<file path="src/shared/pm_data_pkg.sv">
package pm_data_pkg;
  // --------------------------------------------------------------------------
  // widths
  // --------------------------------------------------------------------------
  localparam int unsigned DATA_W = 8;
  localparam int unsigned PWORD_W = 14;
  localparam int unsigned PADDR_W = 15;
  localparam int unsigned PTR_W = 16;
  localparam int unsigned PM_SEL_BIT = 15;
  localparam logic [7:0] ACC_RESET = 8'h00;
  localparam logic [PADDR_W-1:0] PC_RESET = 15'h0000;
  // one extra instruction cycle for a program memory data read
  localparam logic [1:0] EXTRA_CYCLES = 2'h1;

  // --------------------------------------------------------------------------
  // operations
  // --------------------------------------------------------------------------
  typedef enum logic [2:0] {
    OP_NONE = 3'h0,
    OP_MOVE_INDIRECT = 3'h1,
    OP_WRITE_INDIRECT = 3'h2,
    OP_BRANCH_REL = 3'h3,
    OP_RETURN_LITERAL = 3'h4
  } op_e;

  typedef struct packed {
    op_e op;
    logic [PTR_W-1:0] file_select_pointer;
    logic [DATA_W-1:0] data;
  } core_req_s;

  typedef struct packed {
    logic dm_rd;
    logic dm_wr;
    logic [PTR_W-1:0] dm_addr;
    logic [DATA_W-1:0] dm_wdata;
  } dm_req_s;

  typedef enum logic [2:0] {
    ST_IDLE = 3'b001,
    ST_PM_WAIT = 3'b010,
    ST_DM_WAIT = 3'b100
  } state_e;
endpackage : pm_data_pkg

</file>
<file path="src/core/program_memory_data_read.sv">
module program_memory_data_read
  import pm_data_pkg::*;
(
  // clock, reset and enable
  input wire logic clk_i,
  input wire logic resetn_i,
  input wire logic en_i,
  // core request
  input wire logic req_valid_i,
  input wire core_req_s req_i,
  input wire logic [PADDR_W-1:0] pc_i,
  output logic req_ready_o,
  // results
  output logic done_o,
  output logic [DATA_W-1:0] acc_o,
  output logic pc_load_o,
  output logic [PADDR_W-1:0] pc_target_o,
  // program memory read port
  output logic pm_rd_o,
  output logic [PADDR_W-1:0] pm_addr_o,
  input wire logic [PWORD_W-1:0] pm_rdata_i,
  // data memory port
  output dm_req_s dm_o,
  input wire logic [DATA_W-1:0] dm_rdata_i
);
  // --------------------------------------------------------------------------
  // decode
  // --------------------------------------------------------------------------
  logic pm_space;
  logic [PADDR_W-1:0] pm_addr;
  state_e state_reg, state_next;
  logic [DATA_W-1:0] acc_reg;
  logic done_reg, pc_load_reg;
  logic [PADDR_W-1:0] pc_target_reg, pm_addr_reg;
  logic [1:0] wait_reg;

  pm_space_decode u_dec (
    .file_select_pointer_i(req_i.file_select_pointer),
    .pm_space_o(pm_space),
    .pm_addr_o(pm_addr)
  );

  wire logic take = en_i && req_valid_i && (state_reg == ST_IDLE);
  wire logic is_move = take && (req_i.op == OP_MOVE_INDIRECT);
  wire logic pm_move = is_move && pm_space;
  wire logic dm_move = is_move && !pm_space;
  // program space writes are dropped
  wire logic dm_write = take && (req_i.op == OP_WRITE_INDIRECT) && !pm_space;
  wire logic [PADDR_W-1:0] branch_target =
    PADDR_W'(pc_i + PADDR_W'(acc_reg));

  assign req_ready_o = en_i && (state_reg == ST_IDLE);
  assign done_o = done_reg;
  assign acc_o = acc_reg;
  assign pc_load_o = pc_load_reg;
  assign pc_target_o = pc_target_reg;
  assign pm_rd_o = (state_reg == ST_PM_WAIT);
  assign pm_addr_o = pm_addr_reg;
  assign dm_o.dm_rd = dm_move;
  assign dm_o.dm_wr = dm_write;
  assign dm_o.dm_addr = req_i.file_select_pointer;
  assign dm_o.dm_wdata = req_i.data;

  // --------------------------------------------------------------------------
  // state machine
  // --------------------------------------------------------------------------
  always_comb begin
    state_next = state_reg;
    case (state_reg)
      ST_IDLE: begin
        if (pm_move) begin
          state_next = ST_PM_WAIT;
        end else if (dm_move) begin
          state_next = ST_DM_WAIT;
        end
      end
      ST_PM_WAIT: begin
        if (wait_reg == EXTRA_CYCLES) begin
          state_next = ST_IDLE;
        end
      end
      ST_DM_WAIT: state_next = ST_IDLE;
      default: state_next = ST_IDLE;
    endcase
  end

  always_ff @(posedge clk_i or negedge resetn_i) begin
    if (!resetn_i) begin
      state_reg <= ST_IDLE;
      wait_reg <= 2'h0;
      pm_addr_reg <= PC_RESET;
    end else if (en_i) begin
      state_reg <= state_next;
      wait_reg <= (state_reg == ST_PM_WAIT) ? 2'(wait_reg + 2'h1) : 2'h0;
      if (pm_move) begin
        pm_addr_reg <= pm_addr;
      end
    end
  end

  // --------------------------------------------------------------------------
  // accumulator and completion
  // --------------------------------------------------------------------------
  wire logic pm_finish = (state_reg == ST_PM_WAIT) && (wait_reg == EXTRA_CYCLES);
  wire logic simple_done = take && (req_i.op != OP_MOVE_INDIRECT) && (req_i.op != OP_NONE);

  always_ff @(posedge clk_i or negedge resetn_i) begin
    if (!resetn_i) begin
      acc_reg <= ACC_RESET;
      done_reg <= 1'b0;
      pc_load_reg <= 1'b0;
      pc_target_reg <= PC_RESET;
    end else if (en_i) begin
      done_reg <= pm_finish || (state_reg == ST_DM_WAIT) || simple_done;
      pc_load_reg <= take && (req_i.op == OP_BRANCH_REL);
      if (take && (req_i.op == OP_BRANCH_REL)) begin
        pc_target_reg <= branch_target;
      end
      if (pm_finish) begin
        acc_reg <= pm_rdata_i[DATA_W-1:0];
      end else if (state_reg == ST_DM_WAIT) begin
        acc_reg <= dm_rdata_i;
      end else if (take && (req_i.op == OP_RETURN_LITERAL)) begin
        acc_reg <= req_i.data;
      end
    end
  end
endmodule : program_memory_data_read

</file>
<file path="src/core/pm_space_decode.sv">
module pm_space_decode
  import pm_data_pkg::*;
(
  // pointer in
  input wire logic [PTR_W-1:0] file_select_pointer_i,
  // decode out
  output logic pm_space_o,
  output logic [PADDR_W-1:0] pm_addr_o
);
  assign pm_space_o = file_select_pointer_i[PM_SEL_BIT];
  assign pm_addr_o = file_select_pointer_i[PADDR_W-1:0];
endmodule : pm_space_decode

</file>
<file path="config.mk">
export PLATFORM = sky130hd
export DESIGN_NAME = program_memory_data_read
export DESIGN_NICKNAME = d
export VERILOG_FILES = /design/src/shared/pm_data_pkg.sv /design/src/core/program_memory_data_read.sv /design/src/core/pm_space_decode.sv
export SDC_FILE = /design/constraint.sdc
export NUM_CORES = 1
export LEC_CHECK = 0
export BUFFER_PORTS_ARGS = -buffer_cell sky130_fd_sc_hd__buf_2
export CORE_MARGIN = 4
export CORE_UTILIZATION = 50
export DETAILED_ROUTE_END_ITERATION = 12
export GPL_TIMING_DRIVEN = 0
export PLACE_DENSITY = 0.95
export REMOVE_ABC_BUFFERS = 1
export SYNTH_ARGS = -nofsm -noshare
export SYNTH_HDL_FRONTEND = slang
export SYNTH_HIERARCHICAL = 1
export SYNTH_SLANG_ARGS = --single-unit
</file>
<file path="constraint.sdc">
create_clock -name clk_i -period 5.3 [get_ports clk_i]
set_input_delay 1.06 -clock clk_i [delete_from_list [all_inputs] [get_ports clk_i]]
set_output_delay 1.06 -clock clk_i [all_outputs]
set_load 0.05 [all_outputs]
</file>
==> results.cfg <==
[pwr]
ir_drop_mv = 0.219
total_power_mw = 1.39
powerDensity_mw_per_mm2 = 428
leakagePower_nw = 1.69

[worst_setup_path]
required_ns = 4.24
worstPathMaxFanout = 11
r2r_start = state_reg[1]
ff2ff_path_depth = 4
critPathCaptureType = output port
critical_path_arrival_ns = 2.38
regToRegEndpoint = pc_target_o[9]
startpoint = en_i
critical_path_class = in -> out
start_kind = input pin
endpoint = dm_o[25]
reg2reg_slack_ns = 3.18

[grt]
grt_max_degree = 46
grt_pass1_wl_um = 10600
grt.overflow.total = 0
antenna_found_initial = 0
grt_pass1_vias = 2344
grt_use_total_pct = 18.4

[floorplan]
dieArea_sq_mm = 0.00686
core_area_sq_mm = 0.00527
die_h_um = 82.8
die_width_um = 82.8
rows = 26
ioPinCount = 136
start_util_pct = 53.1

[timing]
finalSetupTns_ns = 0
fin_crit_sh_pct = 64.8
tightestPinTransition_ns = 1.00
slew_headroom_pct = 33.4
finalSetupViolCount = 0
period_minus_slack_ns = 3.44
hold_viol = 0
skew_ns = 0.00971
rsz0062_at_grt = false
max_freq_mhz = 291
holdWs_ns = 0.487
slew_violations = 0

[route]
vias = 2203
antenna_left = 0
via_per_inst = 5.14
wl_per_cell_um = 14.8
post-route-drc-count = 0
drtIter0Drc = 117
dr.pass1.iters = 4
wl_um = 6360

[synthesis]
synth_top_flop_cell = dfrtp_1
ys_async_sr_fraction_pct = 100
syn_avg_cell_area_sq_um = 10.2
synth_cell_type_count = 38
synth-edff-count = 0
synth_seq_cells = 45
syn_area_sq_mm = 0.00280
syn_inst = 275
ys_warn_count = 6
seq_area_frac_synth_pct = 40.3

[cells_and_area]
final_common_cell = buf_2
final_area_sq_mm = 0.00325
fin_nets = 436
antenna_cells = 0
drive_above_1_share_pct = 46.5
syn_to_final_growth_pct = 16.2
mostFrequentLayoutCells = buf_2, dfrtp_1, o21ai_0, nand2_1, mux2_2

[flow_run]
cap_violations = 0

[place]
dpl.hpwl_um = 5060
io_buffers = 129
place_congestion = 0.834
placed_area_sq_mm = 0.00317

[clock_tree]
numCtsBuffers = 5
insertion_delay_ns = 0.29
ctsResizeCount = 0
post-cts-setup-buffer-count = 0
cts_max_level = 2
clk_pin_slew_ns = 0.08
clock-sinks = 45
clk_path_buf_depth = 2
cts_tree = built
cts-root-buf = clkbuf_8
cts_hold_buf = 0

[worst_hold_path]
hold_path_class = reg -> reg

[run_status]
outcome = finished clean
==> cells by family (layout without fill, tap and decap cells) <==
family	Yosys count	count (layout)	synth area share (%)
buffers and inverters	59	143	14.1
AO/OA/AOI/OAI	57	57	11.8
XOR/XNOR	13	13	4.07
flip-flops	45	45	40.3
adder cells (fa/ha/maj)	10	10	4.74
multiplexers	35	35	14.9
AND/OR/NAND/NOR	56	56	10.1
==> report_power, final <==
group          switching [mW]  leakage, nW  internal, mW  total, mW
combinational           0.509         1.08         0.197      0.706
clock                   0.115       0.0374        0.0930      0.208
sequential             0.0524        0.573         0.427      0.479
total                   0.677         1.69         0.717       1.39
==> metrics by stage <==
stage,setup slack (ns),std cells,utilization [%]
2_1_floorplan,1.17,222,-
3_3_place_gp,1.94,421,60.0
3_5_place_dp,1.88,421,60.1
4_1_cts,1.87,429,61.7
5_1_grt,1.82,429,61.7
6_report,1.86,429,61.7
==> worst min-delay path by stage <==
stage                         start               to  slack, ns  cells past startpoint
finish              pc_target_o[11]  pc_target_o[11]       0.49                      2
global route        pc_target_o[13]  pc_target_o[13]       0.51                      2
CTS                  pc_target_o[3]   pc_target_o[3]       0.49                      2
detailed placement   pc_target_o[3]   pc_target_o[3]       0.47                      2
global placement    pc_target_o[14]  pc_target_o[14]       0.46                      2
floorplan              state_reg[0]     state_reg[0]       0.49                      2
==> layout make-up <==
cell class | count | area (sq um)
Fill cell | 471 | 2020
Multi-Input combinational cell | 171 | 1280
Clock buffer | 6 | 72.6
Timing Repair Buffer | 129 | 646
Tap cell | 70 | 87.6
Clock inverter | 2 | 15.0
Inverter | 6 | 22.5
Sequential cell | 45 | 1130
==> synthesized netlist by cell type, drive strengths merged, types with 2 or more instances <==
cell type	n	share of area, %
ha	9	4.0
nand4	2	0.45
dfrtp	44	39
a32o	2	0.72
o22ai	3	0.67
a21oi	10	1.8
nand3	3	0.72
nor3	5	0.89
inv	6	0.80
buf	48	13
a21o	2	0.54
nand2	28	3.8
and3	2	0.45
mux2	27	12
a211oi	3	0.80
nor2	9	1.2
xnor2	4	1.3
clkbuf	5	0.67
o21ai	29	5.2
mux2i	8	2.9
xor2	9	2.8
o211ai	6	1.6
==> critical path: stages <==
cell	delay (ns)
buf_2	0.19
and4bb_1	0.28
and3b_1	0.31
nand3b_1	0.15
nor2_1	0.11
buf_2	0.27
==> layer usage <==
metal	vias to the layer above	wire (um)	track usage, %	part of all wire (%)
li1	1083	-	-	-
met2	81	3430	35.2	54
met5	-	0	0	0
met4	0	76	5.35	1.2
met3	8	355	3.07	5.6
met1	1031	2500	20.8	39
(Power assumes the default switching activity.)
